File: src/ppt_defs.vh
// Constants for the pattern tester: register offsets, field positions, codes, counts.
// Assumes inclusion by bare name from the tester design files only.
`ifndef PPT_DEFS_VH
`define PPT_DEFS_VH

`define PPT_ADDR_STATUS 8'h26
`define PPT_ADDR_IRQ_EN 8'h27
`define PPT_ADDR_CTRL1 8'hE0
`define PPT_ADDR_CTRL2 8'hE1
`define PPT_RESET_VALUE 8'h00

`define PPT_C1_RESYNC 0
`define PPT_C1_CLR_COUNTS 1
`define PPT_C1_SEL_LO 2
`define PPT_C1_SEL_HI 4
`define PPT_C1_RX_INV 5
`define PPT_C1_TX_INV 6
`define PPT_C1_TX_LOAD 7
`define PPT_C2_LEN_LO 0
`define PPT_C2_LEN_HI 3
`define PPT_C2_SINGLE_ERR 4
`define PPT_C2_RATE_LO 5
`define PPT_C2_RATE_HI 7

`define PPT_ST_SYNC 0
`define PPT_ST_LOST 1
`define PPT_ST_ZEROS 2
`define PPT_ST_ONES 3
`define PPT_ST_ERR_OVF 4
`define PPT_ST_BIT_OVF 5
`define PPT_ST_BIT_ERR 6

`define PPT_PAT_PRBS7 3'h0
`define PPT_PAT_PRBS11 3'h1
`define PPT_PAT_PRBS15 3'h2
`define PPT_PAT_QRSS 3'h3
`define PPT_PAT_REPEAT 3'h4
`define PPT_PAT_ALT 3'h5
`define PPT_PAT_STRESS 3'h6
`define PPT_PAT_PRBS9 3'h7

`define PPT_REPEAT_BASE 10'h010
`define PPT_ALT_LAST 10'h00F
`define PPT_STRESS_LAST 10'h1B7
`define PPT_STRESS_BITS 440
`define PPT_QRSS_MAX_ZEROS 4'hE
`define PPT_RUN_LEN 6'h20
`define PPT_SYNC_LAST 6'h1F
`define PPT_LOS_WIN_LAST 6'h3F
`define PPT_LOS_ERRS 4'h6

`define PPT_RATE_E1 24'h00000A
`define PPT_RATE_E2 24'h000064
`define PPT_RATE_E3 24'h0003E8
`define PPT_RATE_E4 24'h002710
`define PPT_RATE_E5 24'h0186A0
`define PPT_RATE_E6 24'h0F4240
`define PPT_RATE_E7 24'h989680

`endif

File: src/ppt_pattern_engine.v
// Pattern engine: pseudorandom, repetitive, alternating-word and stress sequences.
// Assumes adv_i pulses once per bit; seed and slip only matter while the caller hunts.
`timescale 1ns/1ps
`include "ppt_defs.vh"
module ppt_pattern_engine #(
	parameter [`PPT_STRESS_BITS-1:0] STRESS_PAT = {55{8'h55}}
) (
	input wire ref_clk_i,
	input wire sys_rst_i,
	input wire [2:0] pattern_sel_i,
	input wire [3:0] repeat_length_i,
	input wire [31:0] repeat_pattern_i,
	input wire [7:0] alt_word_count_i,
	input wire load_i,
	input wire adv_i,
	input wire seed_i,
	input wire seed_bit_i,
	input wire slip_i,
	output wire bit_o
);
	reg [19:0] lfsr_reg;
	reg [9:0] idx_reg;
	reg [7:0] word_cnt_reg;
	reg alt_sel_reg;
	reg [3:0] zrun_reg;
	reg [4:0] tap_a;
	reg [4:0] tap_b;
	reg [9:0] last_idx;
	reg fixed_bit;
	wire is_prbs = (pattern_sel_i < `PPT_PAT_REPEAT) || (pattern_sel_i == `PPT_PAT_PRBS9);
	wire fb = lfsr_reg[tap_a] ^ lfsr_reg[tap_b];
	wire forced_one = (pattern_sel_i == `PPT_PAT_QRSS) && (zrun_reg == `PPT_QRSS_MAX_ZEROS);
	// Forced one keeps zero runs bounded in QRSS
	wire prbs_bit = forced_one ? 1'b1 : fb;
	wire [9:0] step = slip_i ? 10'h002 : 10'h001;
	wire [9:0] idx_sum = idx_reg + step;
	wire wrap = idx_sum > last_idx;
	wire [7:0] alt_limit = (alt_word_count_i == 8'h00) ? 8'h01 : alt_word_count_i;
	// A forced one is not part of the register sequence, so it never seeds it
	wire shift_in = (seed_i && ~forced_one) ? seed_bit_i : fb;
	wire out_bit = seed_i ? seed_bit_i : bit_o;

	assign bit_o = is_prbs ? prbs_bit : fixed_bit;

	always @*
	begin
		case (pattern_sel_i)
			`PPT_PAT_PRBS7: tap_a = 5'h06;
			`PPT_PAT_PRBS11: tap_a = 5'h0A;
			`PPT_PAT_PRBS15: tap_a = 5'h0E;
			`PPT_PAT_QRSS: tap_a = 5'h13;
			default: tap_a = 5'h08;
		endcase
		case (pattern_sel_i)
			`PPT_PAT_PRBS7: tap_b = 5'h05;
			`PPT_PAT_PRBS11: tap_b = 5'h08;
			`PPT_PAT_PRBS15: tap_b = 5'h0D;
			`PPT_PAT_QRSS: tap_b = 5'h10;
			default: tap_b = 5'h04;
		endcase
		case (pattern_sel_i)
			`PPT_PAT_REPEAT: last_idx = `PPT_REPEAT_BASE + {6'h00, repeat_length_i};
			`PPT_PAT_ALT: last_idx = `PPT_ALT_LAST;
			default: last_idx = `PPT_STRESS_LAST;
		endcase
		case (pattern_sel_i)
			`PPT_PAT_REPEAT: fixed_bit = repeat_pattern_i[idx_reg[4:0]];
			`PPT_PAT_ALT: fixed_bit = repeat_pattern_i[{alt_sel_reg, idx_reg[3:0]}];
			default: fixed_bit = STRESS_PAT[idx_reg[8:0]];
		endcase
	end

	always @(posedge ref_clk_i)
	begin
		if (sys_rst_i || load_i)
		begin
			lfsr_reg <= 20'hFFFFF;
			idx_reg <= 10'h000;
			word_cnt_reg <= 8'h00;
			alt_sel_reg <= 1'b0;
			zrun_reg <= 4'h0;
		end
		else if (adv_i)
		begin
			if (is_prbs)
			begin
				lfsr_reg <= {lfsr_reg[18:0], shift_in};
				zrun_reg <= out_bit ? 4'h0 : ((zrun_reg == `PPT_QRSS_MAX_ZEROS) ? zrun_reg : zrun_reg + 4'h1);
			end
			else if (wrap)
			begin
				idx_reg <= idx_sum - last_idx - 10'h001;
				if (word_cnt_reg + 8'h01 >= alt_limit)
				begin
					word_cnt_reg <= 8'h00;
					alt_sel_reg <= ~alt_sel_reg;
				end
				else
					word_cnt_reg <= word_cnt_reg + 8'h01;
			end
			else
				idx_reg <= idx_sum;
		end
	end
endmodule // ppt_pattern_engine

File: src/ppt_prbs_pattern_tester.v
// Bit-error-rate tester: generator, checker, status and control registers.
// Assumes a synchronous byte register port and per-bit strobes from the framer.
// Behaviour
// - codes 0,1,2,7 select PRBS 7/11/15/9
// - code 3 gives QRSS, max 14 zeros
// - codes 4,5,6 repetitive, alternating, 55-octet
// - rx invert bit inverts checked data
// - tx invert bit inverts generated data
// - load bit rising edge reloads generator
// - repeat length is 17 plus field
// - checker ignores length for pseudorandom patterns
// - single-error bit rising edge corrupts one bit
// - rate field inserts errors, one per decade
// - sync after 32 matching bits, both edges
// - sync-lost latches on hunt, read clears only while in sync
// - all-zeros after 32 zeros, clear needs one
// - all-ones after 32 ones, clear needs zero
// - 24-bit error counter overflow flag
// - 32-bit bit counter overflow flag
// - bit error flag only while synchronized
// - interrupt enables at 27h, reset masked
// - condition flags interrupt on both edges
`timescale 1ns/1ps
`include "ppt_defs.vh"
module ppt_prbs_pattern_tester #(
	parameter [`PPT_STRESS_BITS-1:0] STRESS_PAT = {55{8'h55}}
) (
	input wire ref_clk_i,
	input wire sys_rst_i,
	input wire [7:0] bus_addr_i,
	input wire bus_wr_i,
	input wire bus_rd_i,
	input wire [7:0] bus_wdata_i,
	output reg [7:0] bus_rdata_o,
	input wire [31:0] repeat_pattern_i,
	input wire [7:0] alt_word_count_i,
	input wire tx_ready_i,
	output reg tx_valid_o,
	output reg tx_bit_o,
	input wire rx_valid_i,
	input wire rx_bit_i,
	output reg in_sync_o,
	output reg irq_o
);
	reg [7:0] ctrl1_reg;
	reg [7:0] ctrl2_reg;
	reg [7:0] irq_en_reg;
	reg [6:0] status_reg;
	reg [6:0] status_next;
	reg [6:0] pend_reg;
	reg [6:0] pend_next;
	reg [7:0] ctrl1_prev_reg;
	reg ctrl2_sbe_prev_reg;
	reg single_err_reg;
	reg [23:0] rate_cnt_reg;
	reg [23:0] rate_period;
	reg fifo_b_reg;
	reg [1:0] fifo_cnt_reg;
	reg sync_reg;
	reg [5:0] match_cnt_reg;
	reg [5:0] win_cnt_reg;
	reg [3:0] win_errs_reg;
	reg [5:0] zero_run_reg;
	reg [5:0] one_run_reg;
	reg zeros_reg;
	reg ones_reg;
	reg [31:0] bit_cnt_reg;
	reg [23:0] err_cnt_reg;
	reg [3:0] cond_prev_reg;
	reg err_ovf_ev;
	reg bit_ovf_ev;

	wire [2:0] pattern_sel = ctrl1_reg[`PPT_C1_SEL_HI:`PPT_C1_SEL_LO];
	wire rx_invert_en = ctrl1_reg[`PPT_C1_RX_INV];
	wire tx_invert_en = ctrl1_reg[`PPT_C1_TX_INV];
	wire [3:0] repeat_length = ctrl2_reg[`PPT_C2_LEN_HI:`PPT_C2_LEN_LO];
	wire [2:0] error_rate_sel = ctrl2_reg[`PPT_C2_RATE_HI:`PPT_C2_RATE_LO];
	wire [7:0] ctrl1_rise = ctrl1_reg & ~ctrl1_prev_reg;
	wire tx_pattern_load = ctrl1_rise[`PPT_C1_TX_LOAD];
	wire resync_req = ctrl1_rise[`PPT_C1_RESYNC];
	wire clr_counts = ctrl1_rise[`PPT_C1_CLR_COUNTS];
	wire single_error_insert = ctrl2_reg[`PPT_C2_SINGLE_ERR] & ~ctrl2_sbe_prev_reg;
	wire status_rd = bus_rd_i && (bus_addr_i == `PPT_ADDR_STATUS);
	wire is_prbs = (pattern_sel < `PPT_PAT_REPEAT) || (pattern_sel == `PPT_PAT_PRBS9);

	// Two-entry output buffer: head drives the pins, generator stalls when full
	wire fifo_full = fifo_cnt_reg == 2'h2;
	wire gen_push = ~fifo_full;
	wire fifo_pop = tx_ready_i && tx_valid_o;
	wire gen_bit;
	wire rate_hit = (error_rate_sel != 3'h0) && (rate_cnt_reg >= rate_period - 24'h000001);
	wire tx_err = single_err_reg | rate_hit;
	wire tx_data = gen_bit ^ tx_invert_en ^ tx_err;

	wire rx_data = rx_bit_i ^ rx_invert_en;
	wire exp_bit;
	wire rx_match = rx_data == exp_bit;
	wire hunt_adv = rx_valid_i && ~sync_reg;
	wire bit_err = rx_valid_i && sync_reg && ~rx_match;
	wire lose_sync = bit_err && (win_errs_reg + 4'h1 >= `PPT_LOS_ERRS);
	wire gain_sync = hunt_adv && rx_match && (match_cnt_reg == `PPT_SYNC_LAST);
	wire start_hunt = lose_sync || resync_req || tx_pattern_load;
	wire [3:0] cond_now = {ones_reg, zeros_reg, ~sync_reg, sync_reg};

	ppt_pattern_engine #(.STRESS_PAT(STRESS_PAT)) u_gen (
		.ref_clk_i(ref_clk_i),
		.sys_rst_i(sys_rst_i),
		.pattern_sel_i(pattern_sel),
		.repeat_length_i(repeat_length),
		.repeat_pattern_i(repeat_pattern_i),
		.alt_word_count_i(alt_word_count_i),
		.load_i(tx_pattern_load),
		.adv_i(gen_push),
		.seed_i(1'b0),
		.seed_bit_i(1'b0),
		.slip_i(1'b0),
		.bit_o(gen_bit)
	);

	// Hunting: pseudorandom modes self-seed from the line, fixed ones slip a bit
	ppt_pattern_engine #(.STRESS_PAT(STRESS_PAT)) u_chk (
		.ref_clk_i(ref_clk_i),
		.sys_rst_i(sys_rst_i),
		.pattern_sel_i(pattern_sel),
		.repeat_length_i(repeat_length),
		.repeat_pattern_i(repeat_pattern_i),
		.alt_word_count_i(alt_word_count_i),
		.load_i(tx_pattern_load || resync_req),
		.adv_i(rx_valid_i),
		.seed_i(hunt_adv && is_prbs),
		.seed_bit_i(rx_data),
		.slip_i(hunt_adv && ~is_prbs && ~rx_match),
		.bit_o(exp_bit)
	);

	always @*
	begin
		case (error_rate_sel)
			3'h1: rate_period = `PPT_RATE_E1;
			3'h2: rate_period = `PPT_RATE_E2;
			3'h3: rate_period = `PPT_RATE_E3;
			3'h4: rate_period = `PPT_RATE_E4;
			3'h5: rate_period = `PPT_RATE_E5;
			3'h6: rate_period = `PPT_RATE_E6;
			default: rate_period = `PPT_RATE_E7;
		endcase
	end

	// Register port and edge capture
	always @(posedge ref_clk_i)
	begin
		if (sys_rst_i)
		begin
			ctrl1_reg <= `PPT_RESET_VALUE;
			ctrl2_reg <= `PPT_RESET_VALUE;
			irq_en_reg <= `PPT_RESET_VALUE;
			ctrl1_prev_reg <= `PPT_RESET_VALUE;
			ctrl2_sbe_prev_reg <= 1'b0;
			bus_rdata_o <= 8'h00;
		end
		else
		begin
			ctrl1_prev_reg <= ctrl1_reg;
			ctrl2_sbe_prev_reg <= ctrl2_reg[`PPT_C2_SINGLE_ERR];
			if (bus_wr_i && bus_addr_i == `PPT_ADDR_CTRL1)
				ctrl1_reg <= bus_wdata_i;
			if (bus_wr_i && bus_addr_i == `PPT_ADDR_CTRL2)
				ctrl2_reg <= bus_wdata_i;
			if (bus_wr_i && bus_addr_i == `PPT_ADDR_IRQ_EN)
				irq_en_reg <= {1'b0, bus_wdata_i[6:0]};
			if (bus_rd_i)
			begin
				case (bus_addr_i)
					`PPT_ADDR_STATUS: bus_rdata_o <= {1'b0, status_reg};
					`PPT_ADDR_IRQ_EN: bus_rdata_o <= irq_en_reg;
					`PPT_ADDR_CTRL1: bus_rdata_o <= ctrl1_reg;
					`PPT_ADDR_CTRL2: bus_rdata_o <= ctrl2_reg;
					default: bus_rdata_o <= 8'h00;
				endcase
			end
		end
	end

	// Transmit side: error insertion and output buffer
	always @(posedge ref_clk_i)
	begin
		if (sys_rst_i)
		begin
			single_err_reg <= 1'b0;
			rate_cnt_reg <= 24'h000000;
			tx_bit_o <= 1'b0;
			fifo_b_reg <= 1'b0;
			fifo_cnt_reg <= 2'h0;
			tx_valid_o <= 1'b0;
		end
		else
		begin
			if (single_error_insert)
				single_err_reg <= 1'b1;
			else if (gen_push)
				single_err_reg <= 1'b0;
			if (error_rate_sel == 3'h0)
				rate_cnt_reg <= 24'h000000;
			else if (gen_push)
				rate_cnt_reg <= rate_hit ? 24'h000000 : rate_cnt_reg + 24'h000001;
			case ({gen_push, fifo_pop})
				2'b10:
				begin
					if (fifo_cnt_reg == 2'h0)
						tx_bit_o <= tx_data;
					else
						fifo_b_reg <= tx_data;
					fifo_cnt_reg <= fifo_cnt_reg + 2'h1;
					tx_valid_o <= 1'b1;
				end
				2'b01:
				begin
					tx_bit_o <= fifo_b_reg;
					fifo_cnt_reg <= fifo_cnt_reg - 2'h1;
					tx_valid_o <= fifo_cnt_reg == 2'h2;
				end
				2'b11:
				begin
					tx_bit_o <= (fifo_cnt_reg == 2'h1) ? tx_data : fifo_b_reg;
					fifo_b_reg <= tx_data;
				end
				default:
					tx_valid_o <= fifo_cnt_reg != 2'h0;
			endcase
		end
	end

	// Receive checker: synchronizer, run detectors, counters
	always @(posedge ref_clk_i)
	begin
		if (sys_rst_i)
		begin
			sync_reg <= 1'b0;
			in_sync_o <= 1'b0;
			match_cnt_reg <= 6'h00;
			win_cnt_reg <= 6'h00;
			win_errs_reg <= 4'h0;
			zero_run_reg <= 6'h00;
			one_run_reg <= 6'h00;
			zeros_reg <= 1'b0;
			ones_reg <= 1'b0;
			bit_cnt_reg <= 32'h00000000;
			err_cnt_reg <= 24'h000000;
			err_ovf_ev <= 1'b0;
			bit_ovf_ev <= 1'b0;
		end
		else
		begin
			err_ovf_ev <= 1'b0;
			bit_ovf_ev <= 1'b0;
			if (start_hunt)
			begin
				sync_reg <= 1'b0;
				in_sync_o <= 1'b0;
				match_cnt_reg <= 6'h00;
			end
			else if (hunt_adv)
			begin
				match_cnt_reg <= rx_match ? match_cnt_reg + 6'h01 : 6'h00;
				sync_reg <= gain_sync;
				in_sync_o <= gain_sync;
			end
			if (~sync_reg || start_hunt)
			begin
				win_cnt_reg <= 6'h00;
				win_errs_reg <= 4'h0;
			end
			else if (rx_valid_i)
			begin
				win_cnt_reg <= win_cnt_reg + 6'h01;
				if (win_cnt_reg == `PPT_LOS_WIN_LAST)
					win_errs_reg <= 4'h0;
				else if (bit_err)
					win_errs_reg <= win_errs_reg + 4'h1;
			end
			if (rx_valid_i)
			begin
				zero_run_reg <= rx_data ? 6'h00 : ((zero_run_reg == `PPT_RUN_LEN) ? zero_run_reg : zero_run_reg + 6'h01);
				one_run_reg <= ~rx_data ? 6'h00 : ((one_run_reg == `PPT_RUN_LEN) ? one_run_reg : one_run_reg + 6'h01);
				zeros_reg <= ~rx_data && (zero_run_reg >= `PPT_RUN_LEN - 6'h01);
				ones_reg <= rx_data && (one_run_reg >= `PPT_RUN_LEN - 6'h01);
			end
			if (clr_counts)
			begin
				bit_cnt_reg <= 32'h00000000;
				err_cnt_reg <= 24'h000000;
			end
			else
			begin
				// Saturating counters: overflow fires once on reaching full
				if (rx_valid_i && sync_reg && bit_cnt_reg != 32'hFFFFFFFF)
				begin
					bit_cnt_reg <= bit_cnt_reg + 32'h00000001;
					bit_ovf_ev <= bit_cnt_reg == 32'hFFFFFFFE;
				end
				if (bit_err && err_cnt_reg != 24'hFFFFFF)
				begin
					err_cnt_reg <= err_cnt_reg + 24'h000001;
					err_ovf_ev <= err_cnt_reg == 24'hFFFFFE;
				end
			end
		end
	end

	// Latched status and pending interrupts; a set in the read cycle survives
	always @*
	begin
		status_next = status_reg;
		pend_next = pend_reg;
		if (status_rd)
		begin
			status_next[`PPT_ST_SYNC] = sync_reg;
			status_next[`PPT_ST_LOST] = status_reg[`PPT_ST_LOST] & ~sync_reg;
			status_next[`PPT_ST_ZEROS] = zeros_reg;
			status_next[`PPT_ST_ONES] = ones_reg;
			status_next[6:4] = 3'h0;
			pend_next = 7'h00;
		end
		if (sync_reg)
			status_next[`PPT_ST_SYNC] = 1'b1;
		// Any restart of the hunt latches, not only a fall of sync
		if (start_hunt || (~sync_reg && cond_prev_reg[1] == 1'b0))
			status_next[`PPT_ST_LOST] = 1'b1;
		if (zeros_reg)
			status_next[`PPT_ST_ZEROS] = 1'b1;
		if (ones_reg)
			status_next[`PPT_ST_ONES] = 1'b1;
		if (err_ovf_ev)
			status_next[`PPT_ST_ERR_OVF] = 1'b1;
		if (bit_ovf_ev)
			status_next[`PPT_ST_BIT_OVF] = 1'b1;
		if (bit_err)
			status_next[`PPT_ST_BIT_ERR] = 1'b1;
		pend_next[3:0] = pend_next[3:0] | (cond_now ^ cond_prev_reg);
		// Events pend on their own strobe so one inside a read is not lost
		pend_next[6:4] = pend_next[6:4] | {bit_err, bit_ovf_ev, err_ovf_ev};
	end

	always @(posedge ref_clk_i)
	begin
		if (sys_rst_i)
		begin
			status_reg <= 7'h00;
			pend_reg <= 7'h00;
			cond_prev_reg <= 4'h2;
			irq_o <= 1'b0;
		end
		else
		begin
			status_reg <= status_next;
			pend_reg <= pend_next;
			cond_prev_reg <= cond_now;
			irq_o <= |(pend_next & irq_en_reg[6:0]);
		end
	end
endmodule // ppt_prbs_pattern_tester

File: config.mk
export PLATFORM = sky130hd
export DESIGN_NAME = ppt_prbs_pattern_tester
export DESIGN_NICKNAME = d
export VERILOG_FILES = /design/src/ppt_pattern_engine.v /design/src/ppt_prbs_pattern_tester.v
export VERILOG_INCLUDE_DIRS = /design/src
export SDC_FILE = /design/constraint.sdc
export NUM_CORES = 1
export LEC_CHECK = 0
export ABC_AREA = 1
export BUFFER_PORTS_ARGS = -buffer_cell sky130_fd_sc_hd__buf_2
export CELL_PAD_IN_SITES_DETAIL_PLACEMENT = 1
export CELL_PAD_IN_SITES_GLOBAL_PLACEMENT = 1
export CORE_ASPECT_RATIO = 1.1
export CORE_MARGIN = 4
export CORE_UTILIZATION = 50
export CTS_BUF_LIST = sky130_fd_sc_hd__clkbuf_8
export CTS_CLUSTER_SIZE = 10
export DETAILED_ROUTE_END_ITERATION = 8
export HOLD_SLACK_MARGIN = 0.1
export MAX_ROUTING_LAYER = met4
export PLACE_DENSITY_LB_ADDON = 0.1
export SETUP_SLACK_MARGIN = 0.1
export SLEW_MARGIN = 20
export SYNTH_ARGS = -nofsm -noshare
export SYNTH_HDL_FRONTEND = slang
export SYNTH_SLANG_ARGS = --single-unit
export TNS_END_PERCENT = 20
File: constraint.sdc
create_clock -name ref_clk_i -period 10.3 [get_ports ref_clk_i]
set_clock_uncertainty 0.15 [all_clocks]
set_input_delay 0.515 -clock ref_clk_i [delete_from_list [all_inputs] [get_ports ref_clk_i]]
set_output_delay 0.515 -clock ref_clk_i [all_outputs]
set_load 0.005 [all_outputs]
=== Word level (Yosys, flattened, before mapping) ===
Memories as Yosys holds them, arrays and structs flattened. A register that Yosys moved wholly into a read port is not among the register bits.
Index checks and enable logic that the tools add are counted.

* Bits in read-only memories: 1024
* Output and inout bits: 12
* Flip-flop bits (word level): 264
* Memories kept: 2
* Word-level logic and storage cells: 291
* Input bits: 63

* Eq/ne operators: 39
* Mux-type cells: 71
* Bitwise gates (word level): 26
* $add $sub $neg: 22
* Reduce and logical (&&, ||, !) cells: 70
* Magnitude comparators: 17

{| class="wikitable"
|+ Memories
! name !! words !! width !! rd ports !! clocked after Yosys merged registers in !! write ports !! line !! text
|-
| (no name shown) || 512 || 1 || 1 || 1 || 0 || ppt_pattern_engine.v:69 || <nowiki>default: fixed_bit = STRESS_PAT[idx_reg[8:0]];</nowiki>
|-
| (no name shown) || 512 || 1 || 1 || 1 || 0 || ppt_pattern_engine.v:69 ||
|}

{| class="wikitable"
|+ Operators with widths
! kind !! number
|-
| 24-bit one-hot mux with 6 select lines || 1
|-
| 24-bit by 1-bit adder with 24-bit output, second input constant || 2
|-
| 1-bit binary-select mux with 5-bit select || 8
|-
| 5-bit one-hot mux with 4 select lines || 2
|-
| 5-bit by 6-bit < comparator with 1-bit output, second input constant || 6
|-
| 9-bit two-way mux || 4
|-
| 32-bit by 1-bit adder with 32-bit output, second input constant || 1
|-
| 32-bit equality test, second input constant || 1
|-
| 32-bit != test, second input constant || 1
|-
| 8-bit one-hot mux with 4 select lines || 1
|-
| 6-bit two-way mux || 5
|-
| 1-bit two-way mux || 28
|-
| 6-bit by 1-bit adder with 6-bit output, second input constant || 4
|-
| 24-bit equality test, second input constant || 1
|-
| 24-bit greater-or-equal comparator || 1
|-
| 24-bit two-way mux || 1
|-
| 4-bit two-way mux || 6
|-
| 8-bit two-way mux || 3
|-
| 24-bit != test, second input constant || 1
|-
| 24-bit by 1-bit subtractor with 24-bit output, second input constant || 1
|-
| 1-bit logical AND || 23
|-
| 2-bit nonzero test || 11
|-
| 10-bit > comparator || 2
|-
| 9-bit by 10-bit < comparator with 1-bit output, second input constant || 2
|-
| other kinds (54) || 129
|}

=== Longest topological paths before layout ===
Gate-level depths: netlist of the first run.

* Depth after elaboration: 17
* Gate-level depth with buffers: 39
* Depth with buffers taken out: 38

=== Hierarchy ===
A second synthesis of the first run with hierarchy kept.

* Cell total of the unflattened synthesis: 2440
* Area, all modules: 16218.1 µm²

{| class="wikitable"
|+ By module, submodules not included
! module !! area an instance (µm²) !! seq. area each (µm²) !! cells an instance !! times used
|-
| ppt_prbs_pattern_tester || 9201.3 || 3463.3 || 1324 || 1
|-
| ppt_pattern_engine || 3508.4 || 880.8 || 558 || 2
|}

=== Worst setup path before layout of the first run ===
No wires, ideal clock.

* Path type: flip-flop to flip-flop
* Start point: register ctrl1_reg[4]
* End point: register u_chk.word_cnt_reg[3]
* Setup slack: 5643 ps
* Period minus slack after synthesis: 4657 ps
* Path buffers: 1
* Data arrival time: 4437 ps
* Required time: 10080 ps
* Library setup time: 70 ps
* Stages on the path, launching flop included: 35
* Cell sequence: dfxtp_1 inv_2 buf_4 nor2_4 nand2_1 a21oi_1 nand2_1 nand3_1 nand2_1 nand2_1 nand2_1 nand2_4 inv_2 nor2_2 nand2_1 ha_1 fa_1 nand2_1 inv_1 nand2_1 xor2_1 inv_1 ha_1 nand2_1 o21ai_0 a21oi_1 nor2_1 nor2_1 o21bai_1 nand2_1 nand2_2 nand2_2 nor2_2 nand2_1 a21oi_1

* Cells in the longest elaborated chain, start to end: 14
* Elaborated cells on any way between the ends: 30
* Classes of those cells: add/sub: 1; order compare: 2; eq/ne: 7; mux: 11; bitwise: 3; reduce/logical: 6

{| class="wikitable"
|+ RTL lines
! element !! line !! text
|-
| start, declared || ppt_prbs_pattern_tester.v:45 || <nowiki>reg [7:0] ctrl1_reg;</nowiki>
|-
| start signal, assigned || ppt_prbs_pattern_tester.v:154 || <nowiki>ctrl1_reg <= `PPT_RESET_VALUE;</nowiki>
|-
| start signal, assigned || ppt_prbs_pattern_tester.v:166 || <nowiki>ctrl1_reg <= bus_wdata_i;</nowiki>
|-
| 3-bit by 2-bit equality test with 1-bit output, or another cell as far along || ppt_pattern_engine.v:47, ppt_pattern_engine.v:54 ||
|-
| 5-bit one-hot mux with 4 select lines, on equally long branches || ppt_pattern_engine.v:47, ppt_pattern_engine.v:54 ||
|-
| 1-bit binary-select mux with 5-bit select || ppt_pattern_engine.v:31 || <nowiki>wire fb = lfsr_reg[tap_a] ^ lfsr_reg[tap_b];</nowiki>
|-
| 1-bit two-way mux (implied by the code) || ppt_pattern_engine.v:31 ||
|-
| 1-bit bitwise XOR || ppt_pattern_engine.v:31 ||
|-
| 1-bit two-way mux || ppt_pattern_engine.v:34 || <nowiki>wire prbs_bit = forced_one ? 1'b1 : fb;</nowiki>
|-
| 1-bit two-way mux || ppt_pattern_engine.v:43 || <nowiki>assign bit_o = is_prbs ? prbs_bit : fixed_bit;</nowiki>
|-
| 1-bit equality test || ppt_prbs_pattern_tester.v:97 || <nowiki>wire rx_match = rx_data == exp_bit;</nowiki>
|-
| 1-bit inverter || ppt_prbs_pattern_tester.v:132 || <nowiki>.slip_i(hunt_adv && ~is_prbs && ~rx_match),</nowiki>
|-
| 1-bit logical AND || ppt_prbs_pattern_tester.v:132 ||
|-
| 2-bit two-way mux || ppt_pattern_engine.v:35 || <nowiki>wire [9:0] step = slip_i ? 10'h002 : 10'h001;</nowiki>
|-
| 10-bit adder || ppt_pattern_engine.v:36 || <nowiki>wire [9:0] idx_sum = idx_reg + step;</nowiki>
|-
| 10-bit > comparator || ppt_pattern_engine.v:37 || <nowiki>wire wrap = idx_sum > last_idx;</nowiki>
|-
| 3-bit AND reduction (no line) (*) || n/a ||
|-
| end signal, assigned || ppt_pattern_engine.v:99 || <nowiki>word_cnt_reg <= word_cnt_reg + 8'h01;</nowiki>
|-
| end, declared || ppt_pattern_engine.v:23 || <nowiki>reg [7:0] word_cnt_reg;</nowiki>
|}

Every way passes the cells marked *; elsewhere a longest branch is shown, timed or not. The select of a mux whose other input is x is not followed.
A chain may end at the register's enable or synchronous reset.

=== Worst setup path after layout of the first run ===
* Start point: register u_chk.idx_reg[0]
* End point: register u_chk.word_cnt_reg[2]

* Cells in the longest elaborated chain, start to end: 11
* Elaborated cells on any way between the ends: 13
* Classes of those cells: add/sub: 1; order compare: 1; eq/ne: 1; mux: 7; bitwise: 1; reduce/logical: 2

{| class="wikitable"
|+ RTL lines
! element !! line !! text
|-
| start, declared || ppt_pattern_engine.v:22 || <nowiki>reg [9:0] idx_reg;</nowiki>
|-
| start signal, assigned || ppt_pattern_engine.v:92 || <nowiki>idx_reg <= idx_sum - last_idx - 10'h001;</nowiki>
|-
| start signal, assigned || ppt_pattern_engine.v:102 || <nowiki>idx_reg <= idx_sum;</nowiki>
|-
| 1-bit binary-select mux with 5-bit select, on equally long branches || ppt_pattern_engine.v:68, ppt_pattern_engine.v:67 ||
|-
| 1-bit two-way mux, on equally long branches || ppt_pattern_engine.v:68, ppt_pattern_engine.v:67 ||
|-
| 1-bit one-hot mux with 2 select lines || ppt_pattern_engine.v:66 || <nowiki>case (pattern_sel_i)</nowiki>
|-
| 1-bit two-way mux || ppt_pattern_engine.v:43 ||
|-
| 1-bit equality test || ppt_prbs_pattern_tester.v:97 ||
|-
| 1-bit inverter || ppt_prbs_pattern_tester.v:132 ||
|-
| 1-bit logical AND || ppt_prbs_pattern_tester.v:132 ||
|-
| 2-bit two-way mux || ppt_pattern_engine.v:35 ||
|-
| 10-bit adder (*) || ppt_pattern_engine.v:36 ||
|-
| 10-bit > comparator (*) || ppt_pattern_engine.v:37 ||
|-
| 3-bit AND reduction (no line) (*) || n/a ||
|}

Marked as above.

==> results by group, run 1 <==
Critical path
  • Worst path slowest cell: dfxtp_1
  • CP max stage delay: 0.92 ns
  • WP data arrival: 6.91 ns
  • WP data required: around 11 ns
  • Worst R2R Start: u_chk.idx_reg[0]$_SDFFE_PP0P_
  • Crit Path Class: flop to flop
  • Crit Path Max Fanout: 31
  • Crit. End Element: flop
  • Source of the critical timing path: u_chk.idx_reg[0]$_SDFFE_PP0P_
  • CP most frequent cell: nand2_1
  • Worst Setup Start Kind: flop

Clocking
  • Clock sinks: approximately 260
  • CTS Buf Count: 47
  • H-tree Lvls: 2
  • Clock Pin Slew Worst Setup and Hold Paths: roughly 0.060 ns
  • CTS root buf: clkbuf_8
  • Bufs on Longest Clock Path: 3
  • CTS tree: done
  • Worst-Skew Late Latency: 0.60 ns

Placed design
  • Port-buffer cells: 74
  • Post-DP HPWL: 33.75 mm
  • Routability cong.: between 0.9 and 1

Logic synthesis
  • Cell variety after synth: 48
  • Post-synth EDFFs: 0
  • Seq/Total Area, Yosys: 34.16%
  • Synth Cell Area: between 15000 and 20000 sq um
  • Synthesized flop and latch total: 261
  • Predominant post-synthesis flop cell: dfxtp_1
  • Ys async rst share: 0%
  • Syn Area/Cell: 6.890 sq um
  • Gate Count Post-Synth: around 2200
  • Synth warn: 0

Cells and area
  • Multi-input logic area: 8721 sq um
  • Share of post-route cells with drive strength above 1: around 8.7%
  • Area Growth Syn to Fin: 11.65%
  • Max FFs per register: 32
  • Layout Nets: approximately 2500
  • Sequential Area: 5225 sq um
  • Most frequent cells in the layout: nand2_1, inv_1, dfxtp_1, a21oi_1, nor2_1
  • Fill cells: 4018
  • Commonest non-fill, non-tap cell in the layout: nand2_1

STA
  • Final setup vio count: 0
  • Final Hold Vio Count: 0
  • Setup Total Neg Slack: 0 ns
  • Final Cycle Share: a little under two thirds
  • RSZ-0062 raised after global routing: no
  • Worst slew margin: 38.29%
  • Fin. max-slew vios: 0
  • Worst slew pin tran: approximately 0.92 ns
  • Period minus WS final: roughly 6.6 ns
  • Fmax achieved: 152.3 MHz

Detailed routing
  • Via count: 15240
  • Number of remaining DRC errors: 0
  • Post-Route WL: 46.72 mm
  • Routed Antenna Nets: 0
  • Iteration-0 DRC Markers: about 650
  • DR pass1 iterations: 5
  • Drt wl/cell: 17.04 microns
  • DR vias/cell: between 5 and 6

Die
  • Site Rows: 66
  • # IOs: 75
  • Die footprint: 33460 sq um
  • Die Y: 191.4 microns
  • Placeable Area: 29890 sq um
  • Die X-Extent: 174.8 microns
  • Starting Density: 51.17%

Min path
  • Hold Crit Class: input pin to flop
  • HP Start: bus_wdata_i[3]

Status
  • Status: finished, final reports clean

Power
  • Max IR drop VDD: just under 0.1 mV
  • Clk pwr share: 43.7%
  • Reg power frac: 44.7%
  • Gate power share: 11.6%
  • Pwr Total: roughly 2.4 mW
  • Int Power: 1.749 mW
  • Switching share of power: between 20% and 30%
  • LEAKAGE: approximately 7.3 nW
  • Net Sw Power: 0.6802 mW
  • PD cells: about 140 nW/um^2

Flow run
  • Max cap viols: 0

Global routing
  • Vias in the first global route: 16220
  • Most used routing layer: met2
  • Initial antenna violation count: 1
  • GR Util met1: between 30% and 40%
  • Met3 usage: about 4%
  • First-pass GRT wire length: just under 80 mm
  • Maximum number of pins on one net before global-route repair: 50
  • GR Util All Layers: ~28%
  • Grt met2 use: 52.51%
  • Gr ovfl total: 0
[worst paths after layout]
path | slack, ns | to | cells after the start
worst min-delay path | 0.15 | ctrl2_reg[3]$_SDFFE_PP0P_ | 3
worst max-delay path | 3.74 | u_chk.word_cnt_reg[2]$_SDFFE_PP0P_ | 35
worst max register to register | 3.74 | u_chk.word_cnt_reg[2]$_SDFFE_PP0P_ | 35
worst min register to register | 0.30 | u_gen.lfsr_reg[13]$_SDFFE_PP1P_ | 2
[power by group through the flow]
stage	registers [mW]	clock network (mW)	logic (mW)
floorplan	1.10	0	0.190
global placement	1.10	0	0.256
detailed placement	1.11	0	0.272
CTS	1.09	1.08	0.280
global route	1.09	1.13	0.316
finish	1.09	1.06	0.281
[critical path, delay by kind of cell (launching register included)]
family                   cells  cell delay [ns]
AO/OA/AOI/OAI                6             0.97
XOR/XNOR                     1             0.20
adder cells (fa/ha/maj)      3             0.98
buffers and inverters        4             0.34
flip-flops                   1             0.92
AND/OR/NAND/NOR             21             2.91
[synth_stat cells, types with 40 or more instances]
| library cell | n | area [sq um] |
|---|---|---|
| nand2_1 | 459 | 1723 |
| inv_1 | 262 | 983.4 |
| dfxtp_1 | 261 | 5225 |
| a21oi_1 | 205 | 1026 |
| nor2_1 | 204 | 765.7 |
| nand3_1 | 153 | 765.7 |
| o21ai_0 | 104 | 520.5 |
| ha_1 | 88 | 1101 |
| xor2_1 | 69 | 604.3 |
| nand4_1 | 57 | 356.6 |
| nor3_1 | 54 | 270.3 |
| clkbuf_1 | 40 | 150.1 |
[cell families (layout without fill, tap and decap cells)]
group                    count (synthesis)  after routing  synth area share (%)
AO/OA/AOI/OAI                          421            421                 15.04
XOR/XNOR                                98             98                 5.611
adder cells (fa/ha/maj)                 91             91                 7.591
buffers and inverters                  350            461                 8.965
flip-flops                             261            261                 34.16
other                                    1              4               0.02452
AND/OR/NAND/NOR                        998            998                 28.61
[layer usage]
metal  routed length [microns]  vias to the layer above  part of all wire [%]
met3                      1779                      104                   3.8
met1                     19720                     7343                    42
met2                     23950                      269                    51
li1                          -                     7524                     -
met5                         0                        -                     0
met4                      1267                        0                   2.7
[cell type report]
cell class              count  share of cell area [%]
diodes                      1                 0.01465
inverters                 288                   6.330
repair buffers             91                   3.033
well taps                 408                   2.989
clock buffers              60                   4.836
multi-input cells        1611                   51.07
clock inverters            22                   1.136
flip-flops and latches    261                   30.60
[repair_timing]
action / CTS / global route
endpoints found under the setup margin: 0 / 0
hold endpoints to repair: 12 / 0
gates resized for setup: 0 / 0
hold buffers: 8 / 0
setup buffers: 0 / 0
[per-stage QoR]
stage	area (sq um)	cells	util, %	setup WS, ns	hold slack [ns]
CTS	17080	2741	57.12	3.812	0.1001
detailed placement	15980	2651	53.44	3.938	0.2926
floorplan	15300	2222	-	5.643	0.2766
global route	17080	2742	57.13	3.022	0.1480
global placement	15980	2651	53.44	4.305	0.2899
finish	17080	2742	57.13	3.736	0.1466
Power figures use the tool's default switching activity.
==> inputs of run 2 (changes only) <==
- ABC_AREA: 1 -> 0
- CORE_UTILIZATION: 50 -> 49
- clock period: 10.3 -> 6.05 ns (I/O delays scaled with it)
==> run 2 against run 1 <==
Against the previous run: combinational power increased by 84%; critical path type unchanged; global-route usage decreased by 3.5 points; sequential power increased by 72%; synthesized area decreased by 3.2%; utilization decreased by 1.5 points; die area decreased by 1.2%; clock power increased by 48%; largest cell class unchanged; worst setup slack got worse by 3.3 ns; non-clock buffer count increased by 22; critical endpoint is now u_chk.idx_reg[2]$_SDFFE_PP0P_.
==> results by group, run 2 <==
Cells and area
  • Most frequent cells in the layout: dfxtp_1, nand2_1, nor2_1, nand3_1, a21oi_1
  • Area Growth Syn to Fin: 11.75% (about the same)
  • Post-Layout Cell Count: 2282 (-17%)
  • Commonest non-fill, non-tap cell in the layout: dfxtp_1
  • Fill cells: 3589 (-11%)
  • Layout Nets: 2033 (-17%)
  • Share of post-route cells with drive strength above 1: 11.13% (+2.4 points)
  • Max FFs per register: 32 (unchanged)

Power
  • LEAKAGE: 6.971 nW (-4.9%)
  • Pwr Total: 3.963 mW (+63%)
  • Max IR drop VDD: 0.1648 mV (+67%)
  • PD cells: 239.5 nW/um^2 (+68%)

STA
  • Setup Total Neg Slack: 0 ns (unchanged)
  • Final Cycle Share: 93.42% (+30 points)
  • RSZ-0062 raised after global routing: no
  • Final Hold Vio Count: 0 (unchanged)
  • Hold WS: 0.1455 ns (-0.001132 ns)
  • Fmax achieved: 176.9 MHz (+16%)
  • Period minus WS final: 5.652 ns (-0.9120 ns)
  • Worst slew pin tran: 0.9100 ns (-0.01440 ns)
  • Final setup vio count: 0 (unchanged)
  • Fin. max-slew vios: 0 (unchanged)
  • Worst slew margin: 39.33% (+1.0 points)

Die
  • Die footprint: 33070 sq um (-1.2%)
  • Placeable Area: 29730 sq um (-0.55%)
  • # IOs: 75 (unchanged)
  • Die X-Extent: 173.8 microns (-0.58%)
  • Die Y: 190.3 microns (-0.58%)
  • Starting Density: 49.81% (-1.4 points)
  • Site Rows: 66 (unchanged)

Logic synthesis
  • Seq/Total Area, Yosys: 35.29% (+1.1 points)
  • Synth warn: 0 (unchanged)
  • Cell variety after synth: 70 (+46%)
  • Synthesized flop and latch total: 261 (unchanged)
  • Gate Count Post-Synth: 1795 (-19%)
  • Most common cell in the synthesized netlist: dfxtp_1
  • Cell accounting for the most synthesized area: dfxtp_1
  • Post-synth top area share: 35.29% (+1.1 points)
  • Post-synth EDFFs: 0 (unchanged)
  • Ys async rst share: 0% (unchanged)
  • Ranking of synthesized cells by area: dfxtp_1, ha_1, nand2_1
  • Commonest cells in the netlist: dfxtp_1, nand2_1, nor2_1
  • Predominant post-synthesis flop cell: dfxtp_1
  • Synth Cell Area: 14810 sq um (-3.2%)
  • Syn Area/Cell: 8.250 sq um (+20%)

Global routing
  • Gr ovfl total: 0 (unchanged)
  • Initial antenna violation count: 3 (+2)
  • First-pass GRT wire length: 67.92 mm (-13%)
  • GR Util All Layers: 24.89% (-3.5 points)
  • Maximum number of pins on one net before global-route repair: 51 (+2.0%)
  • Vias in the first global route: 13750 (-15%)

Critical path
  • WP data required: 6.35 ns (-4.30 ns)
  • WP data arrival: 5.95 ns (-0.96 ns)
  • Crit Path Class: flop to flop
  • Crit. End Element: flop
  • Worst Setup Start Kind: flop
  • Crit Path Max Fanout: 13 (-58%)

Detailed routing
  • Post-Route WL: 40.44 mm (-13%)
  • Routed Antenna Nets: 0 (unchanged)
  • Iteration-0 DRC Markers: 670 (+3.4%)
  • Via count: 13140 (-14%)
  • Number of remaining DRC errors: 0 (unchanged)
  • Drt wl/cell: 17.72 microns (+4.0%)
  • DR pass1 iterations: 4 (-1)
  • DR vias/cell: 5.759 (+3.6%)

Clocking
  • Clock Pin Slew Worst Setup and Hold Paths: 0.06 ns (about the same)
  • CTS Buf Count: 47 (unchanged)
  • CTS root buf: clkbuf_8
  • Post-CTS Setup Bufs: 0 (unchanged)
  • H-tree Lvls: 2 (unchanged)
  • Clock sinks: 261 (unchanged)
  • CTS tree: done
  • Bufs on Longest Clock Path: 3 (unchanged)
  • Worst-Skew Late Latency: 0.56 ns (-0.04 ns)

Status
  • Status: finished, final reports clean

Min path
  • Hold Crit Class: input pin to flop

Placed design
  • Placed cells: 2192 (-17%)
  • Routability cong.: 0.9014 (-1.1%)
  • Post-DP HPWL: 28.72 mm (-15%)
  • Port-buffer cells: 74 (unchanged)

Flow run
  • Max cap viols: 0 (unchanged)
run 2: cell types whose count changed after synthesis, moves of 22 or more:
cell	change
nand3_1	-34
mux2i_1	+53
o21ai_1	-22
xnor2_1	+41
o21ai_0	-46
a21o_1	+23
and3_1	+23
inv_1	-194
clkbuf_1	+22
nor3_1	-27
a21oi_1	-104
nand2_1	-246
run 2: path summary, 6_finish.rpt:
path	endpoint	cells past startpoint	startpoint	slack, ns
max	u_chk.idx_reg[2]$_SDFFE_PP0P_	21	u_chk.idx_reg[2]$_SDFFE_PP0P_	0.40
min	one_run_reg[1]$_SDFFE_PP0P_	5	rx_bit_i	0.15
min reg2reg	status_reg[2]$_SDFFE_PP0P_	1	status_reg[2]$_SDFFE_PP0P_	0.30
max reg2reg	u_chk.idx_reg[2]$_SDFFE_PP0P_	21	u_chk.idx_reg[2]$_SDFFE_PP0P_	0.40
run 2: power by group:
group / total, mW / switching [mW] / leakage [nW] / internal (mW)
clock network: 1.57 / 0.720 / 0.502 / 0.850
logic: 0.518 / 0.314 / 4.35 / 0.204
registers: 1.87 / 0.0696 / 2.12 / 1.80
total: 3.96 / 1.10 / 6.97 / 2.86
run 2: area by class of cell:
class / count / area, sq um / share of cell area [%]
Antenna cell: 3 / 7.507 / 0.04537
Clock buffer: 58 / 798.3 / 4.824
Clock inverter: 17 / 68.82 / 0.4158
Inverter: 68 / 255.2 / 1.542
Multi-Input combinational cell: 1388 / 9031 / 54.57
Sequential cell: 261 / 5226 / 31.58
Tap cell: 374 / 467.9 / 2.828
Timing Repair Buffer: 113 / 693.2 / 4.189
run 2: layer usage:
layer	track usage (%)	up-vias	share of wire (%)
met5	-	-	0
met4	7.219	0	2.4
met3	4.065	74	3.3
met2	43.06	203	49
met1	30.13	6375	45
li1	-	6490	-
run 2: through the flow:
step                      utilization (%)  worst slack [ns]  instance area, sq um
after floorplan                         -            0.8244                 14820
after global placement              52.22            0.4403                 15520
after detailed placement            52.22            0.1832                 15520
after CTS                           55.54            0.1731                 16510
after global routing                55.67           0.03184                 16550
final                               55.67            0.3978                 16550
run 2: worst max-delay path, stage by stage, from the launching register on:
cell      delay, ns
dfxtp_1        0.66
mux4_1         0.39
mux2_2         0.30
nand3_1        0.12
and2_1         0.19
a311oi_4       0.11
or4_1          0.48
ha_1           0.25
fa_1           0.45
and4_1         0.27
nand2_1        0.10
nor3_1         0.06
xor2_1         0.16
ha_1           0.37
nand4_1        0.14
nor4_2         0.25
o21bai_1       0.26
nand3_4        0.19
buf_4          0.23
a21o_1         0.15
a32oi_1        0.19
nor2_1         0.06
run 2: cell families after synthesis:
group / Yosys count / synth area share (%)
simple gates: 771 / 24.71
compound gates: 303 / 13.01
flops: 261 / 35.29
buf+inv: 148 / 4.106
xor+xnor: 136 / 8.044
fa+ha+maj: 91 / 7.841
mux: 84 / 6.979
other cells: 1 / 0.02532
run 2: repair_timing:
action / 4_1_cts / 5_1_grt
resized for setup: 0 / 5
endpoints found under the hold margin: 36 / 0
hold buffers: 12 / 0
setup endpoints to repair: 0 / 18
